`config.mk`:
```
export PLATFORM = sky130hd
export DESIGN_NAME = sss_top
export DESIGN_NICKNAME = d
export VERILOG_FILES = /design/src/hw/sss_pkg.sv /design/src/hw/sss_top.sv /design/src/hw/sss_rx_fifo.sv /design/src/hw/sss_clk_gen.sv
export VERILOG_INCLUDE_DIRS = /design/src /design/src/hw
export SDC_FILE = /design/constraint.sdc
export NUM_CORES = 1
export LEC_CHECK = 0
export BUFFER_PORTS_ARGS = -buffer_cell sky130_fd_sc_hd__buf_4
export CORE_UTILIZATION = 53
export DETAILED_ROUTE_END_ITERATION = 10
export PLACE_DENSITY = 0.75
export SLEW_MARGIN = 10
export SYNTH_ARGS = -nofsm -noshare
export SYNTH_HDL_FRONTEND = slang
export SYNTH_SLANG_ARGS = --single-unit
```
`constraint.sdc`:
```
create_clock -name mclk -period 6 [get_ports mclk]
set_input_delay 1.2 -clock mclk [delete_from_list [all_inputs] [get_ports mclk]]
set_output_delay 1.2 -clock mclk [all_outputs]
set_load 0.02 [all_outputs]
```
`src/hw/sss_cfg.svh`:
```
`ifndef SSS_CFG_SVH
`define SSS_CFG_SVH

// Register offsets
`define SSS_OFS_TXCTL    8'h00
`define SSS_OFS_RXCTL    8'h04
`define SSS_OFS_BAUDCTL  8'h08
`define SSS_OFS_DIVLO    8'h0C
`define SSS_OFS_DIVHI    8'h10
`define SSS_OFS_TXDATA   8'h14
`define SSS_OFS_RXDATA   8'h18
`define SSS_OFS_INTEN    8'h1C
`define SSS_OFS_INTFLAG  8'h20

// Transmit control fields
`define SSS_TXC_MASTER   7
`define SSS_TXC_NINE     6
`define SSS_TXC_EN       5
`define SSS_TXC_SYNC     4
`define SSS_TXC_EMPTY    1
`define SSS_TXC_BIT8     0

// Receive control fields
`define SSS_RXC_PORT     7
`define SSS_RXC_NINE     6
`define SSS_RXC_SINGLE   5
`define SSS_RXC_CONT     4
`define SSS_RXC_OVR      1
`define SSS_RXC_BIT8     0

// Baud control, interrupt enable and flag fields
`define SSS_BAUD_POL     4
`define SSS_IE_RX        0
`define SSS_IE_TX        1
`define SSS_IE_PER       2
`define SSS_IE_GLB       3
`define SSS_IF_RX        0
`define SSS_IF_TX        1

// Reset values, sizes, vector
`define SSS_CTL_RST      8'h00
`define SSS_DIV_RST      16'h0000
`define SSS_FIFO_DEPTH   2
`define SSS_BITS_8       4'h8
`define SSS_BITS_9       4'h9
`define SSS_VECTOR       16'h0004

`endif

```
`src/hw/sss_pkg.sv`:
```
package sss_pkg;

    typedef logic [8:0] sss_char_t;

    typedef enum logic [4:0]
    {
        SSS_OFF = 5'b00001,
        SSS_MTX = 5'b00010,
        SSS_MRX = 5'b00100,
        SSS_STX = 5'b01000,
        SSS_SRX = 5'b10000
    } sss_mode_t;

    function automatic logic [3:0] sss_char_bits(input logic nine);
        return nine ? 4'h9 : 4'h8;
    endfunction

endpackage

```
`src/hw/sss_top.sv`:
```
// Design decisions made here: the plain strobed port and the register addresses.
`timescale 1ns/1ps
`include "sss_cfg.svh"

// Operation
// - Clocked, master, port on; receive enables pick direction
// - Slave transmit equals master transmit timing
// - First word loads shifter, second waits, flag clear
// - After shift-out, held word loads, flag sets
// - Transmit flag wakes when both enables set
// - Slave receive ignores single receive enable
// - Sleep reception fills receive data register
// - Only slave mode shifts during sleep
// - Slave shifters run from external clock line
// - Receive flag sets on complete word
// - Wake continues; global enable calls fixed vector
// - Receive flag on completion, request if enabled
// - Clearing continuous receive or port clears overrun
// - Continuous enable starts; ninth bit from status
// - Slave releases clock driver; leading change, trailing sample
// - Two-character buffer; third sets overrun, blocks reception
// - Polarity bit picks clock idle level
module sss_top
#(
    parameter int DIVW = 16
)
(
    input  wire logic        mclk,
    input  wire logic        rstn,
    input  wire logic [7:0]  addr,
    input  wire logic [7:0]  wdata,
    input  wire logic        wr,
    input  wire logic        rd,
    output logic      [7:0]  rdata,
    input  wire logic        sleep,
    input  wire logic        ck_in,
    output logic             ck_out,
    output logic             ck_oe,
    input  wire logic        dt_in,
    output logic             dt_out,
    output logic             dt_oe,
    output logic             wake,
    output logic             irq,
    output logic      [15:0] irq_vector
);
    import sss_pkg::*;

    // Software registers
    logic [7:0]      txctl_q;
    logic [7:0]      rxctl_q;
    logic            ck_pol_q;
    logic [DIVW-1:0] div_q;
    logic [3:0]      inten_q;
    logic [7:0]      rdata_q;

    // Transmit path
    logic [7:0]      thr_q;
    logic            thr_full_q;
    sss_char_t       tx_shift_q;
    logic [3:0]      tx_cnt_q;
    logic            dt_out_q;

    // Receive path
    sss_char_t       rx_shift_q;
    logic [3:0]      rx_cnt_q;
    logic            ovr_q;
    logic            ck_prev_q;
    logic            wake_q;
    logic            irq_q;

    // Address decode
    logic wr_txctl;
    logic wr_rxctl;
    logic wr_baud;
    logic wr_divlo;
    logic wr_divhi;
    logic wr_txdata;
    logic wr_inten;
    logic rd_rxdata;

    assign wr_txctl  = wr & (addr == `SSS_OFS_TXCTL);
    assign wr_rxctl  = wr & (addr == `SSS_OFS_RXCTL);
    assign wr_baud   = wr & (addr == `SSS_OFS_BAUDCTL);
    assign wr_divlo  = wr & (addr == `SSS_OFS_DIVLO);
    assign wr_divhi  = wr & (addr == `SSS_OFS_DIVHI);
    assign wr_txdata = wr & (addr == `SSS_OFS_TXDATA);
    assign wr_inten  = wr & (addr == `SSS_OFS_INTEN);
    assign rd_rxdata = rd & (addr == `SSS_OFS_RXDATA);

    // Field views
    logic is_master;
    logic tx_nine;
    logic tx_en;
    logic sync_sel;
    logic tx_bit8;
    logic port_en;
    logic rx_nine;
    logic rx_single;
    logic rx_cont;
    logic port_on;

    assign is_master = txctl_q[`SSS_TXC_MASTER];
    assign tx_nine   = txctl_q[`SSS_TXC_NINE];
    assign tx_en     = txctl_q[`SSS_TXC_EN];
    assign sync_sel  = txctl_q[`SSS_TXC_SYNC];
    assign tx_bit8   = txctl_q[`SSS_TXC_BIT8];
    assign port_en   = rxctl_q[`SSS_RXC_PORT];
    assign rx_nine   = rxctl_q[`SSS_RXC_NINE];
    assign rx_single = rxctl_q[`SSS_RXC_SINGLE];
    assign rx_cont   = rxctl_q[`SSS_RXC_CONT];
    assign port_on   = port_en & sync_sel;

    // Mode decode
    sss_mode_t mode;
    logic      slave_sel;

    assign slave_sel = port_on & ~is_master;
    assign mode = !port_on ? SSS_OFF :
                  is_master ? ((rx_single | rx_cont) ? SSS_MRX : SSS_MTX) :
                  (rx_cont ? SSS_SRX : SSS_STX);

    logic tx_mode;
    logic tx_go;
    logic rx_on;

    assign tx_mode = (mode == SSS_MTX) | (mode == SSS_STX);
    assign tx_go   = tx_mode & tx_en;
    assign rx_on   = ((mode == SSS_MRX) | (mode == SSS_SRX)) & ~ovr_q;

    // Bit clock edges
    logic tx_busy;
    logic gen_run;
    logic gen_ck;
    logic gen_lead;
    logic gen_trail;
    logic s_lead;
    logic s_trail;
    logic lead;
    logic trail;

    assign tx_busy = (tx_cnt_q != 4'h0);
    // Internal clock needs the system clock, so sleep stops it
    assign gen_run = ~sleep & ((mode == SSS_MTX & tx_busy) | (mode == SSS_MRX & ~ovr_q));

    sss_clk_gen #(
        .DIVW     (DIVW)
    ) u_clk_gen (
        .mclk     (mclk),
        .rstn     (rstn),
        .run      (gen_run),
        .div      (div_q),
        .idle_lvl (ck_pol_q),
        .ck_q     (gen_ck),
        .lead     (gen_lead),
        .trail    (gen_trail)
    );

    // Leading edge leaves the idle level, trailing edge returns to it
    assign s_lead  = slave_sel & (ck_in != ck_prev_q) & (ck_prev_q == ck_pol_q);
    assign s_trail = slave_sel & (ck_in != ck_prev_q) & (ck_prev_q != ck_pol_q);
    assign lead    = is_master ? gen_lead : s_lead;
    assign trail   = is_master ? gen_trail : s_trail;

    // Pin drivers
    assign ck_out = gen_ck;
    assign ck_oe  = port_on & is_master;
    assign dt_out = dt_out_q;
    assign dt_oe  = tx_go;

    // Transmit hand-off
    logic tx_load;

    assign tx_load = tx_go & thr_full_q & ~tx_busy;

    // Receive completion
    logic [3:0] rx_bits;
    logic       rx_done;
    logic       fifo_empty;
    logic       fifo_full;
    logic       fifo_push;
    logic       ovr_set;
    logic       ovr_clr;
    sss_char_t  rx_word;
    sss_char_t  fifo_head;

    function automatic sss_char_t put_bit(input sss_char_t w,
                                          input logic [3:0] i,
                                          input logic b);
        sss_char_t r;
        r = w;
        r[i] = b;
        return r;
    endfunction

    assign rx_bits   = sss_char_bits(rx_nine);
    assign rx_word   = put_bit(rx_shift_q, rx_cnt_q, dt_in);
    assign rx_done   = rx_on & trail & (4'(rx_cnt_q + 4'h1) == rx_bits);
    assign fifo_push = rx_done & ~fifo_full;
    assign ovr_set   = rx_done & fifo_full;
    assign ovr_clr   = (wr_rxctl & ~wdata[`SSS_RXC_CONT] & rx_cont)
                     | (rd_rxdata & ~rx_cont);

    // Clearing the port enable empties the buffer too
    sss_rx_fifo #(
        .DEPTH (`SSS_FIFO_DEPTH)
    ) u_rx_fifo (
        .mclk  (mclk),
        .rstn  (rstn),
        .clr   (~port_en),
        .push  (fifo_push),
        .din   (rx_word),
        .pop   (rd_rxdata),
        .dout  (fifo_head),
        .empty (fifo_empty),
        .full  (fifo_full)
    );

    // Flags and wake
    logic rx_flag;
    logic tx_flag;
    logic rx_ie;
    logic tx_ie;
    logic per_ie;
    logic glb_ie;
    logic wake_d;

    assign rx_flag = ~fifo_empty;
    assign tx_flag = tx_en & ~thr_full_q;
    assign rx_ie   = inten_q[`SSS_IE_RX];
    assign tx_ie   = inten_q[`SSS_IE_TX];
    assign per_ie  = inten_q[`SSS_IE_PER];
    assign glb_ie  = inten_q[`SSS_IE_GLB];
    assign wake_d  = per_ie & ((rx_ie & rx_flag) | (tx_ie & tx_flag));

    assign wake       = wake_q;
    assign irq        = irq_q;
    assign irq_vector = `SSS_VECTOR;

    // Read data
    logic [7:0] rd_val;

    assign rd_val =
        (addr == `SSS_OFS_TXCTL)   ? {txctl_q[7:4], 2'b00, ~tx_busy, tx_bit8} :
        (addr == `SSS_OFS_RXCTL)   ? {rxctl_q[7:4], 2'b00, ovr_q, fifo_head[8]} :
        (addr == `SSS_OFS_BAUDCTL) ? {3'b000, ck_pol_q, 4'h0} :
        (addr == `SSS_OFS_DIVLO)   ? div_q[7:0] :
        (addr == `SSS_OFS_DIVHI)   ? 8'(div_q >> 8) :
        (addr == `SSS_OFS_RXDATA)  ? fifo_head[7:0] :
        (addr == `SSS_OFS_INTEN)   ? {4'h0, inten_q} :
        (addr == `SSS_OFS_INTFLAG) ? {6'b000000, tx_flag, rx_flag} :
        8'h00;

    assign rdata = rdata_q;

    always_ff @(posedge mclk)
    begin
        if (!rstn)
            rdata_q <= 8'h00;
        else
            rdata_q <= rd ? rd_val : 8'h00;
    end

    // Control registers
    always_ff @(posedge mclk)
    begin
        if (!rstn)
        begin
            txctl_q  <= `SSS_CTL_RST;
            ck_pol_q <= 1'b0;
            div_q    <= DIVW'(`SSS_DIV_RST);
            inten_q  <= 4'h0;
        end
        else
        begin
            if (wr_txctl)
                txctl_q <= {wdata[7:4], 3'b000, wdata[`SSS_TXC_BIT8]};
            if (wr_baud)
                ck_pol_q <= wdata[`SSS_BAUD_POL];
            if (wr_divlo)
                div_q <= {div_q[DIVW-1:8], wdata};
            if (wr_divhi)
                div_q <= {DIVW'(wdata) << 8} | {{(DIVW-8){1'b0}}, div_q[7:0]};
            if (wr_inten)
                inten_q <= wdata[3:0];
        end
    end

    // Single receive drops after one character, master only
    always_ff @(posedge mclk)
    begin
        if (!rstn)
            rxctl_q <= `SSS_CTL_RST;
        else if (wr_rxctl)
            rxctl_q <= {wdata[7:4], 4'h0};
        else if (rx_done && is_master)
            rxctl_q[`SSS_RXC_SINGLE] <= 1'b0;
    end

    // Overrun; a new overrun beats a clear in the same cycle
    always_ff @(posedge mclk)
    begin
        if (!rstn || !port_en)
            ovr_q <= 1'b0;
        else if (ovr_set)
            ovr_q <= 1'b1;
        else if (ovr_clr)
            ovr_q <= 1'b0;
    end

    // Holding register
    always_ff @(posedge mclk)
    begin
        if (!rstn || !port_en)
        begin
            thr_q      <= 8'h00;
            thr_full_q <= 1'b0;
        end
        else if (wr_txdata)
        begin
            thr_q      <= wdata;
            thr_full_q <= 1'b1;
        end
        else if (tx_load)
            thr_full_q <= 1'b0;
    end

    // Transmit shifter: change on leading edge, count on trailing
    always_ff @(posedge mclk)
    begin
        if (!rstn || !port_en)
        begin
            tx_shift_q <= '0;
            tx_cnt_q   <= 4'h0;
            dt_out_q   <= 1'b0;
        end
        else if (tx_load)
        begin
            tx_shift_q <= {tx_nine & tx_bit8, thr_q};
            tx_cnt_q   <= sss_char_bits(tx_nine);
        end
        else if (tx_busy && lead)
        begin
            dt_out_q   <= tx_shift_q[0];
            tx_shift_q <= tx_shift_q >> 1;
        end
        else if (tx_busy && trail)
            tx_cnt_q <= tx_cnt_q - 4'h1;
    end

    // Receive shifter samples on trailing edge; partial char dropped
    always_ff @(posedge mclk)
    begin
        if (!rstn || !rx_on)
        begin
            rx_shift_q <= '0;
            rx_cnt_q   <= 4'h0;
        end
        else if (rx_done)
        begin
            rx_shift_q <= '0;
            rx_cnt_q   <= 4'h0;
        end
        else if (trail)
        begin
            rx_shift_q <= rx_word;
            rx_cnt_q   <= rx_cnt_q + 4'h1;
        end
    end

    // Clock line history and wake outputs
    always_ff @(posedge mclk)
    begin
        if (!rstn)
        begin
            ck_prev_q <= 1'b0;
            wake_q    <= 1'b0;
            irq_q     <= 1'b0;
        end
        else
        begin
            ck_prev_q <= slave_sel ? ck_in : ck_pol_q;
            wake_q    <= wake_d;
            irq_q     <= wake_d & glb_ie;
        end
    end

endmodule

```
`src/hw/sss_rx_fifo.sv`:
```
`timescale 1ns/1ps
`include "sss_cfg.svh"

module sss_rx_fifo
#(
    parameter int DEPTH = `SSS_FIFO_DEPTH
)
(
    input  wire logic               mclk,
    input  wire logic               rstn,
    input  wire logic               clr,
    input  wire logic               push,
    input  wire sss_pkg::sss_char_t din,
    input  wire logic               pop,
    output sss_pkg::sss_char_t      dout,
    output logic                    empty,
    output logic                    full
);
    import sss_pkg::*;

    localparam int AW = (DEPTH > 1) ? $clog2(DEPTH) : 1;

    sss_char_t     mem_q [DEPTH];
    logic [AW-1:0] wr_q;
    logic [AW-1:0] rd_q;
    logic [AW:0]   cnt_q;
    logic          do_push;
    logic          do_pop;

    function automatic logic [AW-1:0] nxt(input logic [AW-1:0] p);
        return (p == AW'(DEPTH - 1)) ? '0 : AW'(p + 1'b1);
    endfunction

    assign empty   = (cnt_q == '0);
    assign full    = (cnt_q == (AW+1)'(DEPTH));
    assign do_push = push & ~full;
    assign do_pop  = pop & ~empty;
    assign dout    = mem_q[rd_q];

    always_ff @(posedge mclk)
    begin
        if (!rstn || clr)
        begin
            wr_q  <= '0;
            rd_q  <= '0;
            cnt_q <= '0;
        end
        else
        begin
            if (do_push)
                wr_q <= nxt(wr_q);
            if (do_pop)
                rd_q <= nxt(rd_q);
            cnt_q <= (AW+1)'(cnt_q + {{AW{1'b0}}, do_push} - {{AW{1'b0}}, do_pop});
        end
    end

    // Storage needs no reset; the count guards it
    always_ff @(posedge mclk)
    begin
        if (do_push)
            mem_q[wr_q] <= din;
    end

endmodule

```
`src/hw/sss_clk_gen.sv`:
```
`timescale 1ns/1ps
`include "sss_cfg.svh"

module sss_clk_gen
#(
    parameter int DIVW = 16
)
(
    input  wire logic            mclk,
    input  wire logic            rstn,
    input  wire logic            run,
    input  wire logic [DIVW-1:0] div,
    input  wire logic            idle_lvl,
    output logic                 ck_q,
    output logic                 lead,
    output logic                 trail
);
    import sss_pkg::*;

    logic [DIVW-1:0] cnt_q;
    logic            act_q;
    logic            tick;

    assign tick  = run & (cnt_q == div);
    assign lead  = tick & ~act_q;
    assign trail = tick & act_q;

    // Stopping drops the line straight to idle, so no stray half cycle
    always_ff @(posedge mclk)
    begin
        if (!rstn || !run)
        begin
            cnt_q <= '0;
            act_q <= 1'b0;
            ck_q  <= idle_lvl;
        end
        else if (tick)
        begin
            cnt_q <= '0;
            act_q <= ~act_q;
            ck_q  <= act_q ? idle_lvl : ~idle_lvl;
        end
        else
        begin
            cnt_q <= DIVW'(cnt_q + 1'b1);
        end
    end

endmodule

```
==> results.yml <==
placed_design:
  placed_cells: 765
  gp_congestion: 0.916
  dp_hpwl_um: 9780
  io_buffers: 36
timing:
  finalHoldViolations: 0
  min_period_ns: 3.44
  fmax_ghz: 0.291
  slew_headroom: 0.376
  fin_skew_ns: 0.00997
  whs_ns: 0.454
  rsz0062_at_grt: "false"
  finalCritPeriodShare: 0.573
  tns_ns: 0
  max_slew.worst_pin.slew_ns: 0.933
  setup_viol: 0
  slew_viol_final: 0
hold_path:
  min_path_cells: 2
  hold_class: "flop to flop"
critical_path:
  cpMaxStageDelayCell: "a211oi_4"
  path_max_fanout: 24
  path_class: "input pin to flop"
  ff2ff_setup_slack_ns: 2.89
  critPathRequiredTime_ns: 6.15
  worst-path-buf-inv: 1
  crit_family: "simple AND/OR/NAND/NOR gates"
  path_depth: 6
  slowest_delay_ns: 0.62
  cp.arrival_ns: 3.59
  startpoint_type: "input pin"
  path_cells: "buf_4 > or3b_4 > a211oi_4 > a41oi_4 > or2_1 > nor3b_2"
  r2r.worst_path.cells: 5
  crit_path_end_kind: "flop"
die:
  dieArea_um2: 11400
  coreArea_um2: 10500
  die_w_um: 107
  initial_utilization: 0.555
  core.rowCount: 37
  die_y_um: 107
  num_io_pins: 53
clock_tree:
  cts.path.max_buffers: 2
  cts_tree: "yes"
  cts_buffers: 17
  clk_pin_slew_worst_paths_ns: 0.06
  postCtsSetupRepairBufs: 0
  cts_sinks: 119
  root_buffer: "clkbuf_8"
  htreeDepth: 4
  hold_buffers: 0
  clk-insertion-delay-late_ns: 0.53
  ctsResizeCount: 0
logic_synthesis:
  synth-warning-count: 0
  yosysUniqueCellTypes: 64
  synth-seq-area-share: 0.441
  synth_edf_count: 19
  synthCells: 627
  synth-seq-cells: 119
  synth-main-ff-cell: "dfxtp_1"
  synth_area_um2: 5830
  avgSynthCellArea_um2: 9.31
  async_reset_ff_frac: 0
layout:
  fin_nets: 679
  antenna_cells: 0
  final_cell_count_no_fill: 797
  final_util: 0.637
  syn2layout_area_growth_pct: 14.7
  fillers: 858
  drive_above_1_share: 0.142
global_route:
  overflow: 0
  antenna_found_initial: 1
  grt_pass1_wl_um: 22500
  grt_pass1_vias: 4364
  grt_max_degree: 40
  grt_use_total: 0.259
drt:
  routed_wl_um: 14000
  via_per_inst: 5.78
  drt-initial-drc-count: 368
  final_antenna_net_count: 0
  drc: 0
  firstDrtPassIters: 5
  vias: 4606
  wl_per_cell_um: 17.6
pwr:
  total_leakage_power_nw: 2.53
  power_density_nw_per_um2: 292
  peakVddDrop_v: 0.000262
outcome:
  outcome: "completed"
run:
  cap_violations: 0
-- worst register-to-register path, delay by kind of cell, from the launching register on --
family	cells	cell delay, ns
and+or+nand+nor	3	1.46
AOI/OAI and AO/OA	2	0.87
DFF	1	0.41
-- metal layers --
| metal | wire length, um | global-route usage | part of all wire |
|---|---|---|---|
| met2 | 6590 | 0.412 | 0.47 |
| met5 | 18 | 0 | 0.0013 |
| met4 | 275 | 0.111 | 0.020 |
| met1 | 6400 | 0.340 | 0.46 |
| met3 | 731 | 0.0553 | 0.052 |
-- Yosys cell counts, drive strengths merged (5+ instances only) --
cell type,count,area [um2]
mux2,12,135
o221ai,10,87.6
nand3,36,180
and2,5,31.3
inv,11,41.3
a21oi,23,119
edfxtp,19,571
mux2i,26,260
dfxtp,100,2000
nor3,6,30.0
ha,8,100
xnor2,10,87.6
nor2b,13,81.3
and3,9,56.3
o22ai,10,62.6
nor4,6,86.3
a21boi,22,165
nor2,54,203
or3,5,31.3
a22oi,9,67.6
o21ai,15,75.1
buf,27,191
nand2,86,323
clkbuf,21,78.8
xor2,28,245
a211oi,5,50.1
nand4,8,50.1
a221oi,5,43.8
-- flip-flops by register name, summed over array words and instances (netlist names), 2 cells and up, named ones only --
signal           count
txctl_q              5
tx_cnt_q             4
u_clk_gen.cnt_q     16
rxctl_q              4
thr_q                8
tx_shift_q           9
div_q               16
rx_cnt_q             4
rdata                8
u_rx_fifo.cnt_q      2
rx_shift_q           9
u_rx_fifo.mem_q     18
inten_q              4
-- through the flow --
stage | instance area, um2 | power, mW | setup WS (ns)
3_3_place_gp | 6060 | 0.877 | 2.14
4_1_cts | 6690 | 1.96 | 2.57
5_1_grt | 6690 | 2.00 | 2.44
2_1_floorplan | 5890 | 0.863 | 2.79
6_report | 6690 | 1.95 | 2.56
3_5_place_dp | 6060 | 0.878 | 2.05
-- report_power, final --
part | leakage, nW | internal, mW | total [mW] | switching (mW)
clock network | 0.299 | 0.727 | 1.09 | 0.364
logic | 1.26 | 0.0178 | 0.0528 | 0.0349
registers | 0.979 | 0.809 | 0.809 | 0.000376
-- path summary, 6_finish.rpt --
check	to	start
setup / recovery	u_rx_fifo.mem_q[1][7]	ck_in
hold / removal	rx_shift_q[8]	rx_shift_q[8]
setup reg to reg	u_rx_fifo.mem_q[1][7]	ck_pol_q
hold reg to reg	rx_shift_q[8]	rx_shift_q[8]
-- cell type report --
type                    count  area (um2)  share of cell area
repair buffers             36         270              0.0404
multi-input cells         463        3000               0.449
clock inverters            12         199              0.0297
well taps                 136         170              0.0254
flip-flops and latches    119        2570               0.384
inverters                  11        41.3             0.00617
clock buffers              20         435              0.0651
-- cell families (layout without fill, tap and decap cells) --
group                    count (synthesis)  count (layout)  share of synthesized area
AND/OR/NAND/NOR                        247             247                      0.215
other                                    2              16                    0.00129
buffers and inverters                   59              79                     0.0534
flip-flops                             119             119                      0.441
adder cells (fa/ha/maj)                  8               8                     0.0172
AO/OA/AOI/OAI                          115             115                      0.143
XOR/XNOR                                38              38                     0.0570
multiplexers                            39              39                     0.0716
-- layout by cell type, fill, tap and decap left out, types with 9 or more instances in the layout --
cell       synthesis  final
dfxtp_1          100    100
nand2_1           86     86
nor2_1            54     54
nand3_1           36     36
buf_4             16     36
xor2_1            28     28
mux2i_1           26     26
a21oi_1           22     22
a21boi_1          21     21
edfxtp_1          19     19
conb_1             2     16
clkbuf_16          0     16
nor2b_1           13     13
mux2_2            12     12
inv_1             11     11
xnor2_1           10     10
o22ai_1           10     10
o221ai_1          10     10
and3_1             9      9
o21ai_0            9      9
a22oi_1            9      9
Power figures use the tool's default switching activity.
